**src/inc/rsc_cfg.svh**
```systemverilog
`ifndef RSC_CFG_SVH
`define RSC_CFG_SVH

// ****************
// Register offsets
// ****************
`define RSC_ADR_SOFT_RST 8'h00
`define RSC_ADR_OUT_PORT 8'h04
`define RSC_ADR_ANT_CTRL 8'h08
`define RSC_ADR_CHAN_MODE 8'h0C
`define RSC_ADR_INT_CTRL 8'h10
`define RSC_ADR_STATUS 8'h14

// ****************
// Field positions
// ****************
`define RSC_ST_BUSY 0
`define RSC_ST_TEST 1
`define RSC_ST_ME_FLAG 2
`define RSC_IC_ME_EN 0

// ****************
// Reset values
// ****************
`define RSC_RST_OUT_PORT 12'h000
`define RSC_RST_CHAN_MODE 12'h000
`define RSC_RST_ANT_SEL 4'h0

// ****************
// Timing
// ****************
`define RSC_INIT_CYCLES 6'h20
`define RSC_EPOCH_PULSE 8'h80
`define RSC_CORE_HZ 100000000
`define RSC_ME_PERIOD_US 1000
`define RSC_PPS_PERIOD_MS 1000
`define RSC_ME_CYC (`RSC_ME_PERIOD_US * (`RSC_CORE_HZ / 1000000))
`define RSC_PPS_CYC (`RSC_PPS_PERIOD_MS * (`RSC_CORE_HZ / 1000))
`define RSC_TEST_CYC 32'h00000100

`endif

```
**src/inc/rsc_pkg.sv**
```systemverilog
package rsc_pkg;
	typedef logic [2:0] rsc_div_sel_t;
	typedef logic [11:0] rsc_port_t;
	typedef enum logic [0:0] {
		RSC_INIT = 1'b0,
		RSC_RUN = 1'b1
	} rsc_state_t;
endpackage : rsc_pkg

```
**src/hw/rsc_aux_div.sv**
```systemverilog
`timescale 1ns/10ps
`default_nettype none

// ****************
// Auxiliary clock divider
// ****************
module rsc_aux_div
	import rsc_pkg::*;
(
	input wire logic i_ref_clk,
	input wire logic i_rst_n,
	input wire logic i_aux_clk_s,
	input wire rsc_pkg::rsc_div_sel_t i_sel,
	output logic o_div_clk
);
	logic aux_d_r;
	logic [2:0] cnt_r;
	logic [2:0] cnt_nxt;
	logic out_nxt;
	wire aux_rise = i_aux_clk_s & ~aux_d_r;
	wire cnt_wrap = (cnt_r >= i_sel);
	wire [2:0] half = 3'((4'(i_sel) + 4'h1) >> 1);

	// Divide by sel+1, zero stops the divider
	assign cnt_nxt = cnt_wrap ? 3'h0 : cnt_r + 3'h1;
	assign out_nxt = (i_sel != 3'h0) && (cnt_nxt < half);

	always_ff @(posedge i_ref_clk or negedge i_rst_n) begin
		if (!i_rst_n) begin
			aux_d_r <= 1'b0;
			cnt_r <= 3'h0;
			o_div_clk <= 1'b0;
		end else begin
			aux_d_r <= i_aux_clk_s;
			if (i_sel == 3'h0) begin
				cnt_r <= 3'h0;
				o_div_clk <= 1'b0;
			end else if (aux_rise) begin
				cnt_r <= cnt_nxt;
				o_div_clk <= out_nxt;
			end
		end
	end
endmodule : rsc_aux_div

`default_nettype wire

```
**src/hw/rsc_sync.sv**
```systemverilog
`timescale 1ns/10ps
`default_nettype none

// ****************
// Two-stage synchroniser
// ****************
module rsc_sync #(
	parameter int W = 1
) (
	input wire logic i_ref_clk,
	input wire logic i_rst_n,
	input wire logic [W-1:0] i_async,
	output logic [W-1:0] o_sync
);
	logic [W-1:0] meta_r;

	always_ff @(posedge i_ref_clk or negedge i_rst_n) begin
		if (!i_rst_n) begin
			meta_r <= '0;
			o_sync <= '0;
		end else begin
			meta_r <= i_async;
			o_sync <= meta_r;
		end
	end
endmodule : rsc_sync

`default_nettype wire

```
**src/hw/rsc_top.sv**
```systemverilog
// The Wishbone interface to the registers and the register offsets were chosen for this implementation.
`include "rsc_cfg.svh"
`timescale 1ns/10ps
`default_nettype none

module rsc_top
	import rsc_pkg::*;
#(
	parameter int ME_CYC = `RSC_ME_CYC,
	parameter int PPS_CYC = `RSC_PPS_CYC
) (
	input wire logic i_ref_clk,
	input wire logic i_sys_rst,
	input wire logic i_hw_rst_n,
	input wire logic i_test_mode,
	input wire logic i_aux_clock_in,
	input wire rsc_pkg::rsc_div_sel_t i_aux_clock_divide_select,
	input wire logic i_external_interrupt_in_a_n,
	input wire logic i_external_interrupt_in_b_n,
	input wire logic i_wb_cyc,
	input wire logic i_wb_stb,
	input wire logic i_wb_we,
	input wire logic [7:0] i_wb_adr,
	input wire logic [31:0] i_wb_dat,
	input wire logic [3:0] i_wb_sel,
	output logic [31:0] o_wb_dat,
	output logic o_wb_ack,
	output logic o_host_bus_drive_en,
	output logic o_interrupt_request_out_n,
	output logic o_measurement_epoch_out,
	output logic o_pulse_per_second_out,
	output logic o_antenna_switch_epoch_out,
	output logic [3:0] o_antenna_select_out,
	output rsc_pkg::rsc_port_t o_general_output_port,
	output logic o_divided_aux_clock_out,
	output logic [11:0] o_channel_enable
);
	import rsc_pkg::*;

	// ****************
	// Reset generation
	// ****************
	logic rst_meta_r;
	logic rst_n_r;
	logic soft_rst_r;
	rsc_state_t state_r;
	logic [5:0] init_cnt_r;

	always_ff @(posedge i_ref_clk or negedge i_hw_rst_n) begin
		if (!i_hw_rst_n) begin
			rst_meta_r <= 1'b0;
			rst_n_r <= 1'b0;
		end else begin
			rst_meta_r <= 1'b1;
			rst_n_r <= rst_meta_r;
		end
	end

	wire core_rst = i_sys_rst | soft_rst_r;
	wire init_busy = (state_r == RSC_INIT);

	// ****************
	// Input synchronisers
	// ****************
	logic [3:0] sync_s;
	wire test_s = sync_s[0];
	wire aux_s = sync_s[1];
	wire ext_a_s = sync_s[2];
	wire ext_b_s = sync_s[3];

	rsc_sync #(.W(4)) u_sync (
		.i_ref_clk(i_ref_clk),
		.i_rst_n(rst_n_r),
		.i_async({~i_external_interrupt_in_b_n,
			~i_external_interrupt_in_a_n,
			i_aux_clock_in, i_test_mode}),
		.o_sync(sync_s)
	);

	rsc_div_sel_t div_sel_m_r;
	rsc_div_sel_t div_sel_r;

	// Two stages, the select pins are outside the core clock domain
	always_ff @(posedge i_ref_clk or negedge rst_n_r) begin
		if (!rst_n_r) begin
			div_sel_m_r <= 3'h0;
			div_sel_r <= 3'h0;
		end else begin
			div_sel_m_r <= i_aux_clock_divide_select;
			div_sel_r <= div_sel_m_r;
		end
	end

	// Divider is spared by soft reset
	rsc_aux_div u_div (
		.i_ref_clk(i_ref_clk),
		.i_rst_n(rst_n_r),
		.i_aux_clk_s(aux_s),
		.i_sel(div_sel_r),
		.o_div_clk(o_divided_aux_clock_out)
	);

	// ****************
	// Register initialisation
	// ****************
	always_ff @(posedge i_ref_clk or negedge rst_n_r) begin
		if (!rst_n_r) begin
			state_r <= RSC_INIT;
			init_cnt_r <= 6'h00;
		end else if (core_rst) begin
			state_r <= RSC_INIT;
			init_cnt_r <= 6'h00;
		end else begin
			case (state_r)
				RSC_INIT: begin
					init_cnt_r <= init_cnt_r + 6'h01;
					if (init_cnt_r == `RSC_INIT_CYCLES - 6'h01) begin
						state_r <= RSC_RUN;
					end
				end
				RSC_RUN: begin
					init_cnt_r <= init_cnt_r;
				end
				default: begin
					state_r <= RSC_INIT;
				end
			endcase
		end
	end

	// ****************
	// Bus decode
	// ****************
	function automatic logic hit(input logic [7:0] a, input logic [7:0] o);
		hit = (a == o);
	endfunction : hit

	logic ack_r;
	wire req = i_wb_cyc & i_wb_stb & ~ack_r & ~init_busy;
	wire wr = req & i_wb_we;
	wire wr_soft = wr & hit(i_wb_adr, `RSC_ADR_SOFT_RST);
	wire wr_port = wr & hit(i_wb_adr, `RSC_ADR_OUT_PORT);
	wire wr_ant = wr & i_wb_sel[0] & hit(i_wb_adr, `RSC_ADR_ANT_CTRL);
	wire wr_chan = wr & hit(i_wb_adr, `RSC_ADR_CHAN_MODE);
	wire wr_ic = wr & i_wb_sel[0] & hit(i_wb_adr, `RSC_ADR_INT_CTRL);
	wire wr_st = wr & i_wb_sel[0] & hit(i_wb_adr, `RSC_ADR_STATUS);

	// ****************
	// Registers
	// ****************
	rsc_port_t port_r;
	logic [11:0] chan_r;
	logic int_en_r;
	logic me_flag_r;
	logic [1:0] ant_idx_r;
	logic ant_valid_r;
	logic me_tick;
	logic [7:0] ase_cnt_r;
	logic [31:0] rd_nxt;
	logic [31:0] rd_r;

	function automatic logic [11:0] merge12(input logic [11:0] old,
		input logic [31:0] d, input logic [3:0] s);
		merge12 = {s[1] ? d[11:8] : old[11:8], s[0] ? d[7:0] : old[7:0]};
	endfunction : merge12

	always_ff @(posedge i_ref_clk or negedge rst_n_r) begin
		if (!rst_n_r) begin
			port_r <= `RSC_RST_OUT_PORT;
			chan_r <= `RSC_RST_CHAN_MODE;
			int_en_r <= 1'b0;
			ant_idx_r <= 2'h0;
			ant_valid_r <= 1'b0;
			soft_rst_r <= 1'b0;
		end else begin
			soft_rst_r <= wr_soft;
			if (core_rst) begin
				port_r <= `RSC_RST_OUT_PORT;
				chan_r <= `RSC_RST_CHAN_MODE;
				int_en_r <= 1'b0;
				ant_idx_r <= 2'h0;
				ant_valid_r <= 1'b0;
			end else begin
				if (wr_port) begin
					port_r <= merge12(port_r, i_wb_dat, i_wb_sel);
				end
				if (wr_chan) begin
					chan_r <= merge12(chan_r, i_wb_dat, i_wb_sel);
				end
				if (wr_ic) begin
					int_en_r <= i_wb_dat[`RSC_IC_ME_EN];
				end
				if (wr_ant) begin
					ant_idx_r <= i_wb_dat[1:0];
					ant_valid_r <= 1'b1;
				end
			end
		end
	end

	// Epoch flag: a new epoch wins over a clear
	always_ff @(posedge i_ref_clk or negedge rst_n_r) begin
		if (!rst_n_r) begin
			me_flag_r <= 1'b0;
		end else if (me_tick) begin
			me_flag_r <= 1'b1;
		end else if (core_rst) begin
			me_flag_r <= 1'b0;
		end else if (wr_st && i_wb_dat[`RSC_ST_ME_FLAG]) begin
			me_flag_r <= 1'b0;
		end
	end

	// ****************
	// Read data and ack
	// ****************
	always_comb begin
		rd_nxt = 32'h00000000;
		case (i_wb_adr)
			`RSC_ADR_OUT_PORT: rd_nxt[11:0] = port_r;
			`RSC_ADR_ANT_CTRL: rd_nxt[1:0] = ant_idx_r;
			`RSC_ADR_CHAN_MODE: rd_nxt[11:0] = chan_r;
			`RSC_ADR_INT_CTRL: rd_nxt[`RSC_IC_ME_EN] = int_en_r;
			`RSC_ADR_STATUS: begin
				rd_nxt[`RSC_ST_BUSY] = init_busy;
				rd_nxt[`RSC_ST_TEST] = test_s;
				rd_nxt[`RSC_ST_ME_FLAG] = me_flag_r;
			end
			default: rd_nxt = 32'h00000000;
		endcase
	end

	always_ff @(posedge i_ref_clk or negedge rst_n_r) begin
		if (!rst_n_r) begin
			ack_r <= 1'b0;
			rd_r <= 32'h00000000;
		end else begin
			ack_r <= req;
			rd_r <= (req && !i_wb_we) ? rd_nxt : 32'h00000000;
		end
	end

	assign o_wb_ack = ack_r;
	assign o_wb_dat = rd_r;
	// Bus released at once by the reset pin
	assign o_host_bus_drive_en = ack_r & ~i_wb_we & i_hw_rst_n;

	// ****************
	// Epoch and PULSE_PER_SECOND_OUT timing, spared by soft reset
	// ****************
	logic [31:0] me_cnt_r;
	logic [31:0] pps_cnt_r;
	logic [7:0] me_w_r;
	logic [7:0] pps_w_r;
	wire [31:0] me_top = test_s ? `RSC_TEST_CYC : 32'(ME_CYC);
	wire [31:0] pps_top = test_s ? `RSC_TEST_CYC : 32'(PPS_CYC);
	wire pps_tick = (pps_cnt_r >= pps_top - 32'h00000001);

	assign me_tick = (me_cnt_r >= me_top - 32'h00000001);

	always_ff @(posedge i_ref_clk or negedge rst_n_r) begin
		if (!rst_n_r) begin
			me_cnt_r <= 32'h00000000;
			pps_cnt_r <= 32'h00000000;
			me_w_r <= 8'h00;
			pps_w_r <= 8'h00;
		end else if (i_sys_rst) begin
			me_cnt_r <= 32'h00000000;
			pps_cnt_r <= 32'h00000000;
			me_w_r <= 8'h00;
			pps_w_r <= 8'h00;
		end else begin
			me_cnt_r <= me_tick ? 32'h00000000 : me_cnt_r + 32'h00000001;
			pps_cnt_r <= pps_tick ? 32'h00000000 : pps_cnt_r + 32'h00000001;
			me_w_r <= me_tick ? `RSC_EPOCH_PULSE :
				(me_w_r != 8'h00 ? me_w_r - 8'h01 : 8'h00);
			pps_w_r <= pps_tick ? `RSC_EPOCH_PULSE :
				(pps_w_r != 8'h00 ? pps_w_r - 8'h01 : 8'h00);
		end
	end

	assign o_measurement_epoch_out = (me_w_r != 8'h00);
	assign o_pulse_per_second_out = (pps_w_r != 8'h00);

	// ****************
	// Antenna switching
	// ****************
	logic [3:0] ant_r;

	always_ff @(posedge i_ref_clk or negedge rst_n_r) begin
		if (!rst_n_r) begin
			ase_cnt_r <= 8'h00;
			ant_r <= `RSC_RST_ANT_SEL;
		end else if (core_rst) begin
			ase_cnt_r <= 8'h00;
			ant_r <= `RSC_RST_ANT_SEL;
		end else begin
			ase_cnt_r <= wr_ant ? `RSC_EPOCH_PULSE :
				(ase_cnt_r != 8'h00 ? ase_cnt_r - 8'h01 : 8'h00);
			ant_r <= ant_valid_r ? 4'(4'h1 << ant_idx_r) : 4'h0;
		end
	end

	assign o_antenna_switch_epoch_out = (ase_cnt_r != 8'h00);
	assign o_antenna_select_out = ant_r;
	assign o_general_output_port = port_r;
	assign o_channel_enable = chan_r;

	// ****************
	// Interrupt output
	// ****************
	logic int_n_r;
	wire int_any = ext_a_s | ext_b_s | (me_flag_r & int_en_r);

	always_ff @(posedge i_ref_clk or negedge rst_n_r) begin
		if (!rst_n_r) begin
			int_n_r <= 1'b1;
		end else begin
			int_n_r <= ~int_any;
		end
	end

	// Combinational path from the external inputs while reset is held
	assign o_interrupt_request_out_n = i_hw_rst_n ? int_n_r :
		(i_external_interrupt_in_a_n & i_external_interrupt_in_b_n);

	// ****************
	// Checks
	// ****************
	logic [6:0] since_rst_r;

	always_ff @(posedge i_ref_clk or negedge rst_n_r) begin
		if (!rst_n_r) begin
			since_rst_r <= 7'h00;
		end else if (core_rst) begin
			since_rst_r <= 7'h00;
		end else if (since_rst_r != 7'h7F) begin
			since_rst_r <= since_rst_r + 7'h01;
		end
	end
endmodule : rsc_top

`default_nettype wire

```
**config.mk**
```make
export PLATFORM = sky130hd
export DESIGN_NAME = rsc_top
export DESIGN_NICKNAME = d
export VERILOG_FILES = /design/src/inc/rsc_pkg.sv /design/src/hw/rsc_aux_div.sv /design/src/hw/rsc_sync.sv /design/src/hw/rsc_top.sv
export VERILOG_INCLUDE_DIRS = /design/src /design/src/inc
export SDC_FILE = /design/constraint.sdc
export NUM_CORES = 1
export LEC_CHECK = 0
export ABC_AREA = 0
export BUFFER_PORTS_ARGS = -buffer_cell sky130_fd_sc_hd__buf_2
export CAP_MARGIN = 15
export CORE_ASPECT_RATIO = 0.6
export CORE_MARGIN = 1
export CORE_UTILIZATION = 56
export DETAILED_ROUTE_END_ITERATION = 8
export PLACE_DENSITY = 0.81
export SETUP_SLACK_MARGIN = 0.4
export SLEW_MARGIN = 25
export SYNTH_ARGS = -nofsm -noshare
export SYNTH_HDL_FRONTEND = slang
export SYNTH_SLANG_ARGS = --single-unit
```
**constraint.sdc**
```tcl
create_clock -name i_ref_clk -period 5.5 [get_ports i_ref_clk]
set_clock_uncertainty 0.15 [all_clocks]
set_input_delay 1.65 -clock i_ref_clk [delete_from_list [all_inputs] [get_ports i_ref_clk]]
set_output_delay 1.65 -clock i_ref_clk [all_outputs]
set_load 0.02 [all_outputs]
```
After elaboration in Yosys (flattened, before gate mapping). Index checks and enable logic that the tools add are counted.

Bits in registers: 164. Input port bits: 57. Output and inout port bits: 67. Logic and storage cells: 147.

$add $sub $neg: 10. Magnitude comparators: 4. Equality and inequality tests: 7. Shift-type cells: 1. Muxes and demuxes: 48. Bitwise logic cells: 26. Reductions and logical operators: 22.

Operators by type and width (number): $mux W32 (4); $mux W8 (10); $add A32 B1 Y32 const B (2); $ge A32 B32 Y1 (2); $mux W12 (5); $sub A27 B1 Y28 const B (1); $mux W27 (1); $reduce_bool A8 Y1 (3); $sub A8 B1 Y8 const B (3); $pmux W9 S2 (1); $sub A17 B1 Y18 const B (1); $mux W17 (1); $and A1 B1 Y1 (16); $eq A8 B4 Y1 const B (2); $eq A8 B5 Y1 const B (2); $reduce_bool A2 Y1 (7); $mux W1 (13); $mux W4 (3); $mux W6 (2); $mux W3 (3); $eq A8 B3 Y1 const B (1); $logic_not A8 Y1 (1); $reduce_and A2 Y1 (4); $not A1 Y1 (7); other kinds (17) (23).

Longest topological paths before layout.
Word-level depth: 10. Depth in mapped cells: 9. Gate-level depth less buffers: 9.

By module. A second synthesis with hierarchy kept.

Cells, all modules: 715. Area, all modules: 7582.3 um^2.

Modules (own cells, without submodules): rsc_top (times used 1, cells an instance 660, area each 6966.7 um^2, seq. area each 3779.9 um^2); rsc_aux_div (times used 1, cells an instance 47, area each 415.4 um^2, seq. area each 125.1 um^2); rsc_sync (times used 1, cells an instance 8, area each 200.2 um^2, seq. area each 200.2 um^2).

Least setup slack after synthesis. No wires, ideal clock.

Path type: input to output. Start point: in i_external_interrupt_in_b_n. End point: out o_interrupt_request_out_n. Data arrival time: 2.262 ns. Data required time: 3.700 ns. Setup slack: 1.438 ns. Stages: 2. Buffers on the path: 0. Path through: inv_1 o31ai_1.

Longest elaborated chain between the ends: 2.

RTL lines: start: declaration (RTL line rsc_top.sv:19) `input wire logic i_external_interrupt_in_b_n,`; $and A1 B1 Y1 (RTL line rsc_top.sv:325) `(i_external_interrupt_in_a_n & i_external_interrupt_in_b_n);`; $mux W1 (RTL line rsc_top.sv:324) `assign o_interrupt_request_out_n = i_hw_rst_n ? int_n_r :`; end: declaration (RTL line rsc_top.sv:29) `output logic o_interrupt_request_out_n,`.

Every way passes these cells.

Final worst setup path.
Start point: reg me_w_r[2]. End point: out o_measurement_epoch_out.

Longest elaborated chain between the ends: 1.

RTL lines: start: declaration (RTL line rsc_top.sv:253) `logic [7:0] me_w_r;`; start signal: assignment (RTL line rsc_top.sv:275) `` me_w_r <= me_tick ? `RSC_EPOCH_PULSE : ``; $reduce_bool A8 Y1 (RTL line rsc_top.sv:282) `assign o_measurement_epoch_out = (me_w_r != 8'h00);`; end: declaration (RTL line rsc_top.sv:30) `output logic o_measurement_epoch_out,`.

Every way passes these cells.

==> summary.md <==
| Metric | Value |
|---|---|
| Num rows | `32` |
| Unrepaired setup endpoints after global routing | `false` |
| Cell mode on critical path | `nor3_1` |
| Core Footprint | `12,900 um^2` |
| WP data required | `3.70 ns` |
| EDFF count, synth | `0` |
| Worst reg2reg path endpoint | `me_w_r[4]` |
| Post-route total power | `2890 uW` |
| Syn-to-layout area delta | `16.6%` |
| Reg2Reg Setup Slack | `2.54 ns` |
| Mapped Cells | `704` |
| Crit path buf inv count | `2` |
| Sink Count | `164` |
| Pleak | `0.00413 uW` |
| Worst skew pair latency | `0.42 ns` |
| Wirelength per Cell | `16.1 um` |
| FF-to-FF Start | `u_sync.o_sync[0]` |
| CP max stage delay | `0.62 ns` |
| PortBufs | `81` |
| Hold/Removal Path Class | `reg2async` |
| Worst-margin pin slew | `0.774 ns` |
| Worst vdd ir | `0.000230 V` |
| Yosys top cell area share | `0.552` |
| Status | `completed` |
| ANT cells | `0` |
| Cell area after layout | `8610 um^2` |
| Max-cap violation count | `0` |
| Crit start category | `flip-flop` |
| Final Hold Vio Count | `0` |
| Final setup viols | `0` |
| Routed wire length | `16.0 mm` |
| Post-CTS Setup Inserts | `0` |
| Largest net degree at the start of global routing | `77` |
| Antenna violations before repair | `0` |
| Largest cells by area after synthesis | `dfrtp_1 55%, nor2_1 5.5%, ha_1 5.2%, xnor2_1 3.4%, xor2_1 3.3%` |
| Die Wd | `150 um` |
| CP top delay family | `simple AND/OR/NAND/NOR gates` |
| Synth Register Bits | `164` |
| Total number of H-tree levels | `4` |
| Sequential area share after synthesis | `0.556` |
| Max_slew headroom | `0.480` |
| Post-Syn Area | `7390 um^2` |
| PostCTS Resize Cnt | `0` |
| Synth Flop Type | `dfrtp_1` |
| Layout cells sized above 1 | `0.164` |
| Fin nets | `897` |
| CP Max Fanout | `7` |
| Worst Reg-to-Reg Cells | `7` |
| Die Area | `13,700 um^2` |
| Post-synth top area cell | `dfrtp_1` |
| Clk slew on worst S/H paths | `0.07 ns` |
| Vias/cell | `5.54` |
| Worst-case clock buffer depth | `2` |
| Grt ovf | `0` |
| Root buffer cell | `clkbuf_16` |
| Arrival @ worst endpoint | `2.20 ns` |
| Synth cell count leaders | `163 x dfrtp_1, 108 x nor2_1, 57 x nand2_1` |
| Die Ht | `91.0 um` |
| Post-layout util | `0.670` |
| Syn. warnings | `0` |
| Most frequent cell after synthesis | `dfrtp_1` |
| Crit path time final | `4.00 ns` |
| Setup TNS | `0 ns` |
| Fmax | `250 MHz` |
| Period Utilization, post-route | `0.728` |
| Vias in the first global route | `5,496` |
| Hold_buf cts | `0` |
| # DRC | `0` |
| First-pass GRT wire length | `26.4 mm` |
| Ys async rst share | `1.00` |
| PD cells | `335 nW/um^2` |
| Final HPWL DP | `11.0 mm` |
| GRT Resource Usage Total | `0.250` |
| Pre-antenna DRT Iters | `6` |
| Final Wtd Congestion | `0.835` |
| Slowest CP cell | `nor3_1` |
| CP cell instances | `nor3_1 -> nand3b_1 -> nor3_1 -> inv_1 -> buf_2` |
| Crit Path Category | `reg2out` |
| Dpl cell area | `7970 um^2` |
| Mapped Avg Cell Area | `10.5 um^2` |
| First DRT Iteration DRCs | `430` |
| Synth cell types | `50` |
| Vias | `5,499` |
| Total CTS buffers | `17` |
| CTS tree | `yes` |
| Starting density of the core | `0.575` |
| I/O pins | `124` |
| Worst Setup End Kind | `output port` |
| ANT nets after route | `0` |
| Final Max Tran Viols | `0` |
-- worst register-to-register path, cell delays in order (launching register included) --
cell and delay, ns:
dfrtp_1 0.81, ha_1 0.38, a21oi_1 0.13, nor2b_1 0.06, o31a_1 0.24, o31a_1 0.27, a211o_2 0.54, nor3_1 0.28
-- final cells by class --
cell class                 count  area (um^2)
fill                         905         4240
multi-input combinational    514         3120
clock buffer                  18          429
inverter                      24         90.1
clock inverter                14          176
tap                          170          213
timing repair buffer          88          478
sequential                   164         4110
-- report_power, final --
part           internal (uW)  switching [uW]
Combinational            126             218
Sequential              1270            59.2
Clock                    720             496
Total                   2120             773
-- flip-flops by register name, indices dropped and copies added, names as in the netlist, 4 cells and up --
signal and cells:
u_sync.meta_r 4, o_wb_dat 12, o_general_output_port 12, me_cnt_r 32
pps_w_r 8, o_antenna_select_out 4, u_sync.o_sync 4, me_w_r 8
pps_cnt_r 32, o_channel_enable 12, ase_cnt_r 8, init_cnt_r 6
-- layout by cell type, fill, tap and decap left out, types with 3 or more instances in the layout --
master	netlist	layout
a211oi_1	4	4
nor4_1	8	8
inv_1	24	24
and2_1	4	4
nand3_1	33	33
a2111oi_0	3	3
clkbuf_16	0	17
o21ai_0	23	23
clkinvlp_4	0	5
or4_1	5	5
nand4_1	6	6
inv_6	0	4
nand2_1	57	57
ha_1	31	31
a21oi_1	21	19
conb_1	2	39
and4b_1	3	3
mux2i_1	8	8
dfrtp_1	163	162
a22oi_1	9	9
and3_1	11	11
nand2b_1	5	5
and4_1	6	6
xnor2_1	29	29
mux2_2	8	8
or3_1	3	3
nor3_1	26	26
nor2b_1	5	5
nor2_1	108	108
buf_2	1	81
o31ai_1	5	5
xor2_1	28	28
buf_4	20	6
bufinv_16	0	3
-- worst max path at each step --
stage | from | cells after the start | slack (ns) | to
6_report | me_w_r[2] | 5 | 1.50 | o_measurement_epoch_out
5_1_grt | me_w_r[2] | 5 | 1.29 | o_measurement_epoch_out
4_1_cts | i_external_interrupt_in_b_n | 4 | 1.49 | o_interrupt_request_out_n
3_5_place_dp | i_external_interrupt_in_b_n | 4 | 1.50 | o_interrupt_request_out_n
3_3_place_gp | i_external_interrupt_in_b_n | 4 | 1.50 | o_interrupt_request_out_n
2_1_floorplan | rst_n_r | 0 | 0.44 | ant_idx_r[0]
-- routing by layer --
layer	global-route usage	up-vias	routed length (um)
met5	0	-	0
met4	0.0825	0	196
met3	0.0513	25	773
met2	0.396	181	7730
met1	0.346	2718	7300
li1	-	2575	-
-- through the flow --
step                      worst slack (ns)  hold WS [ns]  std cells
after floorplan                      0.444         0.181        741
after global placement                1.50         0.121        959
after detailed placement              1.50         0.139        959
after CTS                             1.49         0.144        991
after global routing                  1.29         0.166        992
final                                 1.50         0.127        992
-- cell families after synthesis --
| logic type | count (synthesis) | share of synthesized area |
|---|---|---|
| and+or+nand+nor | 291 | 0.188 |
| AOI/OAI and AO/OA | 80 | 0.0694 |
| adders and majority gates | 31 | 0.0525 |
| DFF | 164 | 0.556 |
| xor gates and xnor gates | 57 | 0.0676 |
| buffers and inverters | 63 | 0.0423 |
| other | 2 | 0.00102 |
| muxes | 16 | 0.0230 |
Note: power is estimated with default switching activity, not from simulation.
